**config.mk**
```make
export PLATFORM = sky130hd
export DESIGN_NAME = output_terminal_conditioner
export DESIGN_NICKNAME = d
export VERILOG_FILES = /design/src/verilog/output_terminal_pkg.sv /design/src/verilog/output_terminal_conditioner.sv
export SDC_FILE = /design/constraint.sdc
export NUM_CORES = 1
export LEC_CHECK = 0
export BUFFER_PORTS_ARGS = -buffer_cell sky130_fd_sc_hd__buf_2
export CAP_MARGIN = 20
export CORE_MARGIN = 2
export CORE_UTILIZATION = 30
export DETAILED_ROUTE_END_ITERATION = 6
export PLACE_DENSITY = 0.49
export SYNTH_ARGS = -nofsm -noshare
export SYNTH_HDL_FRONTEND = slang
export SYNTH_SLANG_ARGS = --single-unit
```
**constraint.sdc**
```tcl
create_clock -name clock -period 8.8 [get_ports clock]
set_input_delay 1.32 -clock clock [delete_from_list [all_inputs] [get_ports clock]]
set_output_delay 1.32 -clock clock [all_outputs]
set_load 0.01 [all_outputs]
```
**src/verilog/output_terminal_pkg.sv**
```systemverilog
package output_terminal_pkg;

    // Number of discrete outputs: open collector 1, open collector 2, relay.
    localparam int NUM_OUTPUTS = 3;
    localparam int IDX_OUT1    = 0;
    localparam int IDX_OUT2    = 1;
    localparam int IDX_RELAY   = 2;

    // Function selector codes.
    localparam logic [7:0] FUNC_RUN           = 8'h00;
    localparam logic [7:0] FUNC_FREQ_CONST    = 8'h01;
    localparam logic [7:0] FUNC_FREQ_ABOVE    = 8'h02;
    localparam logic [7:0] FUNC_OVERLOAD      = 8'h03;
    localparam logic [7:0] FUNC_PID_DEV       = 8'h04;
    localparam logic [7:0] FUNC_ALARM         = 8'h05;
    localparam logic [7:0] FUNC_FREQ_CROSS    = 8'h06;
    localparam logic [7:0] FUNC_TORQUE_THRESH = 8'h07;
    localparam logic [7:0] FUNC_SUPPLY_LOW    = 8'h09;
    localparam logic [7:0] FUNC_TORQUE_LIMIT  = 8'h0A;
    localparam logic [7:0] FUNC_RUN_HOURS     = 8'h0B;
    localparam logic [7:0] FUNC_POWER_HOURS   = 8'h0C;
    localparam logic [7:0] FUNC_THERMAL       = 8'h0D;
    localparam logic [7:0] FUNC_BRAKE_RELEASE = 8'h13;
    localparam logic [7:0] FUNC_BRAKE_FAULT   = 8'h14;

    // Default function selections.
    localparam logic [7:0] OUT1_FUNC_DEFAULT  = FUNC_RUN;
    localparam logic [7:0] OUT2_FUNC_DEFAULT  = FUNC_FREQ_CONST;
    localparam logic [7:0] RELAY_FUNC_DEFAULT = FUNC_ALARM;

    // Polarity selection codes and defaults.
    localparam logic [7:0] POL_NORMALLY_OPEN    = 8'h00;
    localparam logic [7:0] POL_NORMALLY_CLOSED  = 8'h01;
    localparam logic [7:0] OUT1_POL_DEFAULT     = POL_NORMALLY_OPEN;
    localparam logic [7:0] OUT2_POL_DEFAULT     = POL_NORMALLY_OPEN;
    localparam logic [7:0] RELAY_POL_DEFAULT    = POL_NORMALLY_CLOSED;

    // Delays are in tenths of a second, 0.0 to 100.0 s.
    localparam int         DELAY_WIDTH       = 10;
    localparam logic [9:0] DELAY_MAX_TENTHS  = 10'h3E8;
    localparam logic [9:0] DELAY_DEFAULT     = 10'h000;

    // Timing base.
    localparam int CLOCK_HZ         = 25000000;
    localparam int TICK_MS          = 100;
    localparam int TICK_CYCLES      = CLOCK_HZ / 1000 * TICK_MS;
    localparam int RESET_HOLD_MS    = 1000;
    localparam int RESET_HOLD_TICKS = RESET_HOLD_MS / TICK_MS;

    typedef enum logic [2:0] {
        ST_IDLE   = 3'b001,
        ST_TIMING = 3'b010,
        ST_HOLD   = 3'b100
    } delay_state_type;

endpackage

```
**src/verilog/output_terminal_conditioner.sv**
```systemverilog
`timescale 1ns/10ps
// What this block does
// - Open-collector outputs default normally open, invertible.
// - Relay polarity selectable, defaults normally closed.
// - Per-output ON delay, zero to 100 s.
// - Per-output OFF delay, default zero.
// - Reset input drops undelayed outputs immediately.
// - Delayed-off output holds one second after reset.
// - Code 00 follows run mode.
// - Code 01 follows constant-speed arrival.
// - Code 02 follows at-or-above set frequency.
// - Code 03 follows overload notice.
// - Code 04 follows PID deviation.
// - Code 05 follows latched alarm.
// - Code 06 follows set-frequency crossing.
// - Code 07 follows torque threshold.
// - Code 09 follows undervoltage.
// - Code 10 follows torque limiting.
// - Code 11 follows run time expiry.
// - Code 12 follows power-on time expiry.
// - Code 13 follows thermal warning.
// - Code 19 follows brake release.
// - Code 20 follows brake fault.
// - Per-output function selector with documented defaults.
module output_terminal_conditioner
    import output_terminal_pkg::*;
#(
    parameter int TICK_CYCLES_P = TICK_CYCLES
) (
    input  wire logic        clock,
    input  wire logic        rst,
    input  wire logic        run_mode,
    input  wire logic        freq_reached_const,
    input  wire logic        freq_at_or_above,
    input  wire logic        freq_crossing_pulse,
    input  wire logic        overload_notice_flag,
    input  wire logic        pid_deviation_flag,
    input  wire logic        fault_latched_flag,
    input  wire logic        torque_threshold_flag,
    input  wire logic        supply_low_flag,
    input  wire logic        torque_limiting_flag,
    input  wire logic        run_hours_expired,
    input  wire logic        power_hours_expired,
    input  wire logic        thermal_warning,
    input  wire logic        brake_release,
    input  wire logic        brake_fault,
    input  wire logic        reset_input,
    input  wire logic        config_load,
    input  wire logic [7:0]  out1_function_sel,
    input  wire logic [7:0]  out2_function_sel,
    input  wire logic [7:0]  relay_function_sel,
    input  wire logic [7:0]  out1_polarity_sel,
    input  wire logic [7:0]  out2_polarity_sel,
    input  wire logic [7:0]  relay_polarity_sel,
    input  wire logic [9:0]  out1_on_delay,
    input  wire logic [9:0]  out2_on_delay,
    input  wire logic [9:0]  relay_on_delay,
    input  wire logic [9:0]  out1_off_delay,
    input  wire logic [9:0]  out2_off_delay,
    input  wire logic [9:0]  relay_off_delay,
    output logic             out1_terminal,
    output logic             out2_terminal,
    output logic             relay_terminal,
    output logic [2:0]       logical_state
);

    // Configuration is captured on config_load so that a setting changed
    // mid-run cannot glitch an output between two partial values.
    logic [7:0] func_reg  [NUM_OUTPUTS];
    logic [7:0] func_next [NUM_OUTPUTS];
    logic [7:0] pol_reg   [NUM_OUTPUTS];
    logic [7:0] pol_next  [NUM_OUTPUTS];
    logic [9:0] on_reg    [NUM_OUTPUTS];
    logic [9:0] on_next   [NUM_OUTPUTS];
    logic [9:0] off_reg   [NUM_OUTPUTS];
    logic [9:0] off_next  [NUM_OUTPUTS];

    logic [7:0] func_in [NUM_OUTPUTS];
    logic [7:0] pol_in  [NUM_OUTPUTS];
    logic [9:0] on_in   [NUM_OUTPUTS];
    logic [9:0] off_in  [NUM_OUTPUTS];

    assign func_in[IDX_OUT1]  = out1_function_sel;
    assign func_in[IDX_OUT2]  = out2_function_sel;
    assign func_in[IDX_RELAY] = relay_function_sel;
    assign pol_in[IDX_OUT1]   = out1_polarity_sel;
    assign pol_in[IDX_OUT2]   = out2_polarity_sel;
    assign pol_in[IDX_RELAY]  = relay_polarity_sel;
    assign on_in[IDX_OUT1]    = out1_on_delay;
    assign on_in[IDX_OUT2]    = out2_on_delay;
    assign on_in[IDX_RELAY]   = relay_on_delay;
    assign off_in[IDX_OUT1]   = out1_off_delay;
    assign off_in[IDX_OUT2]   = out2_off_delay;
    assign off_in[IDX_RELAY]  = relay_off_delay;

    // One prescaler serves all three outputs; the price is that each delay
    // may come up to one tick short, depending on where the count stood.
    logic [31:0] prescale_reg;
    logic [31:0] prescale_next;
    logic        tick;

    always_comb begin
        tick = (prescale_reg == 32'(TICK_CYCLES_P - 1));
        if (tick) begin
            prescale_next = 32'h00000000;
        end else begin
            prescale_next = prescale_reg + 32'h00000001;
        end
    end

    always_ff @(posedge clock or posedge rst) begin
        if (rst) begin
            prescale_reg <= 32'h00000000;
        end else begin
            prescale_reg <= prescale_next;
        end
    end

    logic [NUM_OUTPUTS-1:0] term_out;

    genvar g;
    generate
        for (g = 0; g < NUM_OUTPUTS; g++) begin : g_out
            localparam logic [7:0] FDEF = (g == IDX_OUT1) ? OUT1_FUNC_DEFAULT :
                (g == IDX_OUT2) ? OUT2_FUNC_DEFAULT : RELAY_FUNC_DEFAULT;
            localparam logic [7:0] PDEF = (g == IDX_OUT1) ? OUT1_POL_DEFAULT :
                (g == IDX_OUT2) ? OUT2_POL_DEFAULT : RELAY_POL_DEFAULT;

            delay_state_type state_reg;
            delay_state_type state_next;
            logic [9:0]      count_reg;
            logic [9:0]      count_next;
            logic            active_reg;
            logic            active_next;
            logic            cond;
            logic [9:0]      on_lim;
            logic [9:0]      off_lim;
            logic [9:0]      step_lim;
            logic            term_next;

            always_comb begin
                if (config_load) begin
                    func_next[g] = func_in[g];
                    pol_next[g]  = pol_in[g];
                    on_next[g]   = on_in[g];
                    off_next[g]  = off_in[g];
                end else begin
                    func_next[g] = func_reg[g];
                    pol_next[g]  = pol_reg[g];
                    on_next[g]   = on_reg[g];
                    off_next[g]  = off_reg[g];
                end
            end

            always_ff @(posedge clock or posedge rst) begin
                if (rst) begin
                    func_reg[g] <= FDEF;
                    pol_reg[g]  <= PDEF;
                    on_reg[g]   <= DELAY_DEFAULT;
                    off_reg[g]  <= DELAY_DEFAULT;
                end else begin
                    func_reg[g] <= func_next[g];
                    pol_reg[g]  <= pol_next[g];
                    on_reg[g]   <= on_next[g];
                    off_reg[g]  <= off_next[g];
                end
            end

            // Settings above the range saturate rather than wrap, so an
            // oversized value can never turn into a short delay.
            always_comb begin
                on_lim  = on_reg[g];
                off_lim = off_reg[g];
                if (on_reg[g] > DELAY_MAX_TENTHS) begin
                    on_lim = DELAY_MAX_TENTHS;
                end
                if (off_reg[g] > DELAY_MAX_TENTHS) begin
                    off_lim = DELAY_MAX_TENTHS;
                end
            end

            // Unlisted codes give an inactive condition, so a stray selector
            // value can never make an output active.
            always_comb begin
                case (func_reg[g])
                    FUNC_RUN:           cond = run_mode;
                    FUNC_FREQ_CONST:    cond = freq_reached_const;
                    FUNC_FREQ_ABOVE:    cond = freq_at_or_above;
                    FUNC_OVERLOAD:      cond = overload_notice_flag;
                    FUNC_PID_DEV:       cond = pid_deviation_flag;
                    FUNC_ALARM:         cond = fault_latched_flag;
                    FUNC_FREQ_CROSS:    cond = freq_crossing_pulse;
                    FUNC_TORQUE_THRESH: cond = torque_threshold_flag;
                    FUNC_SUPPLY_LOW:    cond = supply_low_flag;
                    FUNC_TORQUE_LIMIT:  cond = torque_limiting_flag;
                    FUNC_RUN_HOURS:     cond = run_hours_expired;
                    FUNC_POWER_HOURS:   cond = power_hours_expired;
                    FUNC_THERMAL:       cond = thermal_warning;
                    FUNC_BRAKE_RELEASE: cond = brake_release;
                    FUNC_BRAKE_FAULT:   cond = brake_fault;
                    default:            cond = 1'b0;
                endcase
                // The reset input forces the condition low; the hold state
                // covers the delayed-off case.
                if (reset_input) begin
                    cond = 1'b0;
                end
            end

            // Delay state machine; count_reg holds the ticks still to run.
            always_comb begin
                step_lim    = cond ? on_lim : off_lim;
                state_next  = state_reg;
                count_next  = count_reg;
                active_next = active_reg;
                case (state_reg)
                    ST_IDLE: begin
                        if (cond != active_reg) begin
                            if (reset_input && active_reg &&
                                off_lim != DELAY_DEFAULT) begin
                                state_next = ST_HOLD;
                                count_next = 10'(RESET_HOLD_TICKS);
                            end else if (reset_input) begin
                                active_next = 1'b0;
                            end else if (step_lim == DELAY_DEFAULT) begin
                                // Zero delay passes the change straight on.
                                active_next = cond;
                            end else begin
                                state_next = ST_TIMING;
                                count_next = step_lim;
                            end
                        end
                    end
                    ST_TIMING: begin
                        if (reset_input && active_reg &&
                            off_lim != DELAY_DEFAULT) begin
                            state_next = ST_HOLD;
                            count_next = 10'(RESET_HOLD_TICKS);
                        end else if (reset_input && active_reg) begin
                            // An OFF delay cleared mid-count earns no hold.
                            active_next = 1'b0;
                            state_next  = ST_IDLE;
                        end else if (cond == active_reg) begin
                            // A pulse shorter than the delay dies here.
                            state_next = ST_IDLE;
                        end else if (tick) begin
                            if (count_reg == 10'h001) begin
                                active_next = cond;
                                state_next  = ST_IDLE;
                            end
                            count_next = count_reg - 10'h001;
                        end
                    end
                    ST_HOLD: begin
                        // Tick phase makes the hold about, not exactly, 1 s.
                        if (tick) begin
                            if (count_reg == 10'h001) begin
                                active_next = 1'b0;
                                state_next  = ST_IDLE;
                            end
                            count_next = count_reg - 10'h001;
                        end
                    end
                    default: begin
                        state_next  = ST_IDLE;
                        active_next = 1'b0;
                    end
                endcase
            end

            // Polarity acts after the delay stage, so an inverted terminal
            // keeps exactly the ON and OFF timing of its logical state.
            always_comb begin
                term_next = active_next ^
                    (pol_next[g] == POL_NORMALLY_CLOSED);
            end

            always_ff @(posedge clock or posedge rst) begin
                if (rst) begin
                    state_reg   <= ST_IDLE;
                    count_reg   <= 10'h000;
                    active_reg  <= 1'b0;
                    term_out[g] <= (PDEF == POL_NORMALLY_CLOSED);
                end else begin
                    state_reg   <= state_next;
                    count_reg   <= count_next;
                    active_reg  <= active_next;
                    term_out[g] <= term_next;
                end
            end

            assign logical_state[g] = active_reg;
        end
    endgenerate

    assign out1_terminal  = term_out[IDX_OUT1];
    assign out2_terminal  = term_out[IDX_OUT2];
    assign relay_terminal = term_out[IDX_RELAY];

endmodule

```
==> Word-level counts from Yosys, hierarchy flattened <==
Index checks and enable logic that the tools add are counted.
{ "totals": {"ff_bits": 185, "latchBits": 0, "mem_bits_rw": 0, "rom_bits": 0, "in_bits": 127, "out_inout_bits": 6, "wordCells": 253, "memories": 0} }
{ "classes": {"n_addsub": 4, "mul": 0, "div": 0, "magnitude_cmp": 6, "eq_ne": 79, "shifts": 0, "muxes": 112, "bitwise_logic": 3, "n_reduce_logical": 24} }
{ "ops": {"columns": ["cell", "n"], "rows": [
  ["10-bit 2-to-1 mux", 33],
  ["8-bit by 4-bit equality test with 1-bit output (second input constant)", 15],
  ["8-bit by 3-bit equality test with 1-bit output (second input constant)", 12],
  ["10-bit one-hot mux with 3 select lines", 3],
  ["3-bit 2-to-1 mux", 27],
  ["10-bit > comparator (second input constant)", 6],
  ["8-bit by 1-bit equality test with 1-bit output (second input constant)", 6],
  ["8-bit by 2-bit equality test with 1-bit output (second input constant)", 6],
  ["8-bit by 5-bit equality test with 1-bit output (second input constant)", 6],
  ["1-bit one-hot mux with 15 select lines", 3],
  ["1-bit 2-to-1 mux", 36],
  ["3-bit != test (second input constant)", 12],
  ["32-bit by 1-bit adder with 32-bit output (second input constant)", 1],
  ["32-bit by 22-bit equality test with 1-bit output (second input constant)", 1],
  ["32-bit 2-to-1 mux", 1],
  ["10-bit by 1-bit equality test with 1-bit output (second input constant)", 3],
  ["10-bit zero test", 3],
  ["10-bit nonzero test", 3],
  ["10-bit by 1-bit subtractor with 10-bit output (second input constant)", 3],
  ["3-bit one-hot mux with 3 select lines", 3],
  ["8-bit zero test", 3],
  ["8-bit 2-to-1 mux", 3],
  ["6-bit AND reduction", 3],
  ["3-bit by 1-bit equality test with 1-bit output (second input constant)", 3],
  ["other kinds (10)", 33]
]} }

==> Longest topological paths before layout <==
Gate-level depths: netlist of the first run.
{ "logic_depth": {"ltp_word": 11, "ltp_mapped": 12, "mapped_depth_nobuf": 9} }

==> Least setup slack after synthesis of the first run <==
Ideal clock, no wire load.
{ "synth_path": {"path_type": "input port to flip-flop", "from": "input port freq_crossing_pulse", "to": "register g_out[0].count_reg[6]", "setup_ps": 132, "arrival_ps": 3207, "t_required_ps": 8668, "setup_slack_ps": 5460, "cell_stages": 10, "n_path_buf": 1, "path_cell_list": "mux2i_1 o211ai_1 a2111oi_0 nor4b_4 mux2i_1 o21ai_2 o41ai_2 buf_6 o31ai_1 o31ai_1"} }
{ "synth_via": {"elab_chain_len": 8, "word_cells_on_any_way": 15, "classes_between": "5 x eq/ne; 8 x mux; 2 x reduce/logical"} }
{ "synth_rtl": {"columns": ["item", "line", "text"], "rows": [
  ["start, declared", "output_terminal_conditioner.sv:35", "input wire logic freq_crossing_pulse,"],
  ["1-bit one-hot mux with 15 select lines (*)", "output_terminal_conditioner.sv:185", "case (func_reg[g])"],
  ["1-bit 2-to-1 mux (*)", "output_terminal_conditioner.sv:205", "if (reset_input) begin"],
  ["10-bit 2-to-1 mux", "output_terminal_conditioner.sv:212", "step_lim = cond ? on_lim : off_lim;"],
  ["10-bit 2-to-1 mux", "output_terminal_conditioner.sv:225", "end else if (step_lim == DELAY_DEFAULT) begin"],
  ["10-bit 2-to-1 mux", "output_terminal_conditioner.sv:223", "end else if (reset_input) begin"],
  ["10-bit 2-to-1 mux", "output_terminal_conditioner.sv:219", "if (reset_input && active_reg &&"],
  ["10-bit 2-to-1 mux", "output_terminal_conditioner.sv:218", "if (cond != active_reg) begin"],
  ["10-bit one-hot mux with 3 select lines", "output_terminal_conditioner.sv:216", "case (state_reg)"],
  ["end signal, assigned", "output_terminal_conditioner.sv:286", "count_reg <= count_next;"],
  ["end, declared", "output_terminal_conditioner.sv:131", "logic [9:0] count_reg;"]
]} }
Every way passes the cells marked *; elsewhere a longest branch is shown, timed or not. The select of a mux whose other input is x is not followed.
A chain may end at the register's enable or synchronous reset.

==> Final worst setup path of the first run <==
{ "layout_path": {"from": "input port run_hours_expired", "to": "register g_out[1].count_reg[3]"} }
{ "layout_via": {"elab_chain_len": 8, "word_cells_on_any_way": 15, "classes_between": "5 x eq/ne; 8 x mux; 2 x reduce/logical"} }
{ "layout_rtl": {"columns": ["item", "line", "text"], "rows": [
  ["start, declared", "output_terminal_conditioner.sv:42", "input wire logic run_hours_expired,"],
  ["1-bit one-hot mux with 15 select lines (*)", "output_terminal_conditioner.sv:185", null],
  ["1-bit 2-to-1 mux (*)", "output_terminal_conditioner.sv:205", null],
  ["10-bit 2-to-1 mux", "output_terminal_conditioner.sv:212", null],
  ["10-bit 2-to-1 mux", "output_terminal_conditioner.sv:225", null],
  ["10-bit 2-to-1 mux", "output_terminal_conditioner.sv:223", null],
  ["10-bit 2-to-1 mux", "output_terminal_conditioner.sv:219", null],
  ["10-bit 2-to-1 mux", "output_terminal_conditioner.sv:218", null],
  ["10-bit one-hot mux with 3 select lines", "output_terminal_conditioner.sv:216", null],
  ["end signal, assigned", "output_terminal_conditioner.sv:286", null],
  ["end, declared", "output_terminal_conditioner.sv:131", null]
]} }
Marked as above.

==> out/metrics.csv, run 1 <==
metric,value,unit
status,"complete, no violations",
fin crit period,3.70,ns
Setup Buffers After CTS,0,
Routed wire per std cell,16.5,µm
Crit path max-delay family,compound AO/OA/AOI/OAI gates,
met2 usage,23.7,%
# resized after CTS,0,
first-pass GRT wire length,43.4,mm
Synth Area in XOR/XNOR,2.85,%
Die ar.,35300,µm²
#FFs+latches synth,185,
post-synth net total,1170,
CP Capture Type,flip-flop,
"Core Util, Final",35.4,%
"Arr. time, crit path",4.03,ns
largest net degree at the start of global routing,134,
final net count,1278,
"Clk Latency, worst-skew pair",0.44,ns
largest cells by area after synthesis,"dfrtp_1, mux2_2, o21ai_0",
vias,8265,
Mapped Avg Cell Area,9.81,µm²
Fin. Hold Viols,0,
vias per std cell,5.15,
Core Region,33400,µm²
RePlAce Congestion,0.828,
"CTS clk-pin slew, worst paths",0.07,ns
Compound-Gate Fraction of Synth Area,14.3,%
crit path cell chain,buf_2 > a21bo_2 > a211oi_1 > o22ai_1 > o21ba_2 > o21ai_2 > mux2i_1 > a21oi_1 > buf_4 > nor2_1 > o22a_1,
Core Rows,67,
slew margin rel.,34.6,%
total gr overflow,0,
Max-Cap Viols,0,
main combinational cell family by area after synthesis,simple AND/OR/NAND/NOR gates,
antenna violations before repair,0,
M3 GR Usage,3.35,%
# H-tree levels,4,
vias in the first global route,8100,
Yosys cell types,74,
# DRC,0,
Final setup viols,0,
Synth Flop Type,dfrtp_1,
Max clock buf depth,2,
max FFs per register,32,
Antenna Cells,0,
die span in y,188,µm
final WL,26.4,mm
Post-DRT Antenna Nets,0,
Post-Synth Simple-Gate Area,18.6,%
GRT Overall Usage,15.2,%
Pleak,5.05,nW
share of layout cells above drive strength 1,26.1,%
CTS Hold Bufs,0,
Synth Area in Adders,0.862,%
share of the synthesized area in the top cell type,43.6,%
sequential fraction of the synthesis area,45.7,%
CTS tree,yes,
Tcrit/Tclk final,42.1,%
fmax,270,MHz
most numerous cell in the Yosys netlist,dfrtp_1,
Die X,188,µm
Critical Path RT,9.13,ns
Async SR Flop Fraction,100,%
Max Slew Vio Count,0,
mux contribution to synthesized area,14.3,%
Yosys top cell by area,dfrtp_1,
Area Growth Syn to Fin,16.5,%
Worst path slowest cell,o21ai_2,
cts bufs inserted,17,
Initial DRT Pass Iterations,5,
Cells after Synth,1036,
peak per-stage delay on the critical path,0.72,ns
initial core utilization,30.4,%
RSZ-0062 raised after global routing,no,
Netlist Area Pre-Place,10200,µm²
setup TNS,0,ns
kind of critical path,input pin to flip-flop,
synth cell count leaders,"dfrtp_1, mux2_2, nor2_1, o21ai_0, a21oi_1",
dpl hpwl,19.1,mm
peak supply drop,0.000136,V
Global Route met1 Usage,21.5,%
# port buffers,132,
Top Usage Layer GRT,met2,
Root Buffer,clkbuf_16,
number of synthesized flops with an enable pin,0,
Hold Crit Class,flip-flop to flip-flop,
CP Max Fanout,21,
clock sinks,185,
Initial DRC Count,388,
critical path launch point type,input pin,
P per Cell Area,182,nW/µm²
WP buf/inv,2,
# fillers,3428,
Top Ports,133,
synth warn,0,
Worst Clk Skew,0.0152,ns
Worst-Margin Slew,0.981,ns
metal layers:
layer	share of wire, %	wire length (µm)	vias up
li1	-	-	4003
met4	1.0	272	0
met2	45	11800	213
met3	4.9	1300	16
met1	49	13000	4033
met5	0	0	-
cells by family after synthesis:
logic type               after synthesis
AND/OR/NAND/NOR                      360
multiplexers                         132
AO/OA/AOI/OAI                        236
flip-flops                           185
buffers and inverters                 83
XOR/XNOR                              33
adder cells (fa/ha/maj)                7
metrics by stage:
step	hold slack (ns)	std cells	instance area, µm²	total power, mW	setup WS (ns)
5_1_grt	0.494	1604	11800	2.28	4.82
3_3_place_gp	0.459	1570	11200	1.37	4.27
6_report	0.468	1604	11800	2.15	5.10
3_5_place_dp	0.458	1570	11200	1.38	4.19
4_1_cts	0.471	1601	11800	2.19	4.65
2_1_floorplan	0.439	1036	10200	1.27	2.46
placed cells by master (no fill, tap or decap), drive strengths merged, types with 8 or more instances in the layout:
cell type    n
nand3       45
nand3b       9
clkbuf      19
nand2b      17
nor3        32
dfstp        8
nor2b       12
a21oi       62
buf        142
mux2       104
and3        13
xnor2       24
nor2        96
dfrtp      177
o21ai       87
a31oi       13
nor4        23
mux2i       28
nand2       57
o22ai        8
nand4b       9
inv         33
xor2         9
final cells by class:
type / instances / area [µm²] / area share, %
clock buffers: 19 / 453 / 3.83
inverters: 30 / 120 / 1.02
repair buffers: 142 / 742 / 6.27
well taps: 448 / 561 / 4.74
flip-flops and latches: 185 / 4640 / 39.2
multi-input cells: 768 / 5180 / 43.8
clock inverters: 12 / 138 / 1.16
final timing paths:
check	from	endpoint	slack, ns	depth (start not counted)
setup reg to reg	func_reg[8]	g_out[1].count_reg[3]	5.39	10
setup / recovery	run_hours_expired	g_out[1].count_reg[3]	5.10	11
hold / removal	g_out[0].state_reg[2]	g_out[0].state_reg[1]	0.47	1
max in group asynchronous	rst	prescale_reg[8]	6.40	3
hold reg to reg	g_out[0].state_reg[2]	g_out[0].state_reg[1]	0.47	1
min in group asynchronous	rst	pol_reg[1]	1.06	2
power by group:
group / switching (mW) / leakage [nW] / internal, mW
Sequential: 0.105 / 2.27 / 0.948
Clock: 0.352 / 0.287 / 0.436
Combinational: 0.158 / 2.50 / 0.151
(Power assumes the default switching activity.)
==> run 2, diff against run 1 <==
==> constraint.sdc (replaced) <==
create_clock -name clock -period 3.8 [get_ports clock]
set_input_delay 0.57 -clock clock [delete_from_list [all_inputs] [get_ports clock]]
set_output_delay 0.57 -clock clock [all_outputs]
set_load 0.01 [all_outputs]
==> run 2 against run 1 <==
Flip-flop and latch count did not move. Critical path type is now flip-flop to flip-flop. Sequential power rose by 130%. Critical endpoint is now g_out[2].count_reg[3]. Highest routed layer unchanged. Die area did not move.
==> out/metrics.csv, run 2 (synthesized netlist as in run 1, its figures left out) <==
metric,value,unit
status,"complete, no violations",
most frequent cells in the layout,"dfrtp_1, buf_2, mux2_2, nor2_1, o21ai_0",
cts bufs inserted,17,
Core Rows,67,
Hold Crit Class,input pin to asynchronous set/reset pin,
total gr overflow,0,
vias in the first global route,8152,
Worst Clk Skew,0.0131,ns
max FFs per register,32,
# H-tree levels,4,
initial core utilization,30.4,%
Final setup viols,0,
CP Max Fanout,12,
"CTS clk-pin slew, worst paths",0.07,ns
vias,8155,
final WL,26.0,mm
Fin. Hold Viols,0,
Area Growth Syn to Fin,16.9,%
Post-DRT Antenna Nets,0,
CP Capture Type,flip-flop,
final net count,1285,
DP Worst Slack,0.759,ns
first-pass GRT wire length,43.8,mm
Initial DRC Count,455,
# fillers,3394,
Die ar.,35300,µm²
peak supply drop,0.000302,V
slack of the critical path,0.739,ns
largest net degree at the start of global routing,136,
share of layout cells above drive strength 1,26.5,%
RePlAce Congestion,0.840,
Pleak,5.09,nW
"Arr. time, crit path",3.39,ns
fmax,327,MHz
Top Ports,133,
kind of critical path,flip-flop to flip-flop,
Max Slew Vio Count,0,
setup TNS,0,ns
crit path cell chain,mux2i_1 > o32ai_1 > o21a_1 > a211oi_2 > nand2b_1 > and2_1 > o21a_1 > a21oi_1 > o22a_1,
CTS tree,yes,
"Clk Latency, worst-skew pair",0.44,ns
final hold slack,0.294,ns
fin crit period,3.06,ns
"most common cell after layout, fill and taps aside",dfrtp_1,
vias per std cell,5.06,
Routed wire per std cell,16.1,µm
Critical Path RT,4.13,ns
"Core Util, Final",35.5,%
# DRC,0,
Root Buffer,clkbuf_16,
Max clock buf depth,2,
PnR Total Power,4.94,mW
peak per-stage delay on the critical path,0.66,ns
dpl hpwl,19.0,mm
GRT Overall Usage,15.3,%
die span in y,188,µm
Core Region,33400,µm²
Worst path slowest cell,dfstp_2,
"most used cell, CP",o21a_1,
Max-Cap Viols,0,
Initial DRT Pass Iterations,5,
RSZ-0062 raised after global routing,no,
slew margin rel.,39.0,%
critical path launch point type,flip-flop,
antenna violations before repair,1,
Tcrit/Tclk final,80.5,%
Setup Buffers After CTS,0,
P per Cell Area,416,nW/µm²
clock sinks,185,
# port buffers,132,
CTS Hold Bufs,0,
Die X,188,µm
Worst-Margin Slew,0.892,ns
# resized after CTS,0,
run 2: worst paths after layout:
path                                         start               endpoint  slack (ns)  depth (start not counted)
worst min-delay path                           rst            pol_reg[10]        0.29                          3
min in group clock              relay_off_delay[3]             off_reg[3]        0.34                          3
worst max register to register         func_reg[2]  g_out[2].count_reg[3]        0.74                          9
worst max-delay path                   func_reg[2]  g_out[2].count_reg[3]        0.74                          9
max in group asynchronous                      rst            off_reg[29]        2.87                          3
worst min register to register     prescale_reg[4]        prescale_reg[4]        0.47                          1
run 2: through the flow:
step                instance area [µm²]  instances
floorplan                         10200       1036
global placement                  11300       1580
detailed placement                11300       1580
CTS                               11900       1612
global route                      11900       1612
finish                            11900       1613
run 2: power breakdown:
group | total (mW) | internal [mW] | switching, mW
Clock | 1.79 | 0.932 | 0.861
Sequential | 2.43 | 2.19 | 0.234
Combinational | 0.717 | 0.355 | 0.362
run 2: final cells by class:
cell class / count / area, µm² / area share [%]
diodes: 1 / 2.50 / 0.0211
clock buffers: 17 / 425 / 3.58
clock inverters: 15 / 153 / 1.29
inverters: 30 / 116 / 0.980
multi-input cells: 768 / 5180 / 43.6
flip-flops and latches: 185 / 4640 / 39.1
well taps: 448 / 561 / 4.72
repair buffers: 149 / 803 / 6.76
run 2: routing by layer:
metal | share of wire [%] | GRT usage [%] | vias up
li1 | - | - | 4009
met1 | 51 | 22.2 | 3966
met2 | 44 | 23.0 | 165
met3 | 4.4 | 3.31 | 15
met4 | 1.2 | 4.09 | 0
met5 | 0 | 0 | -
run 2: worst max-delay path: cells and delay by family (launching register included):
kind             cells  cell delay, ns
flip-flops           1            0.66
AO/OA/AOI/OAI        6            1.28
AND/OR/NAND/NOR      2            0.76
multiplexers         1            0.25
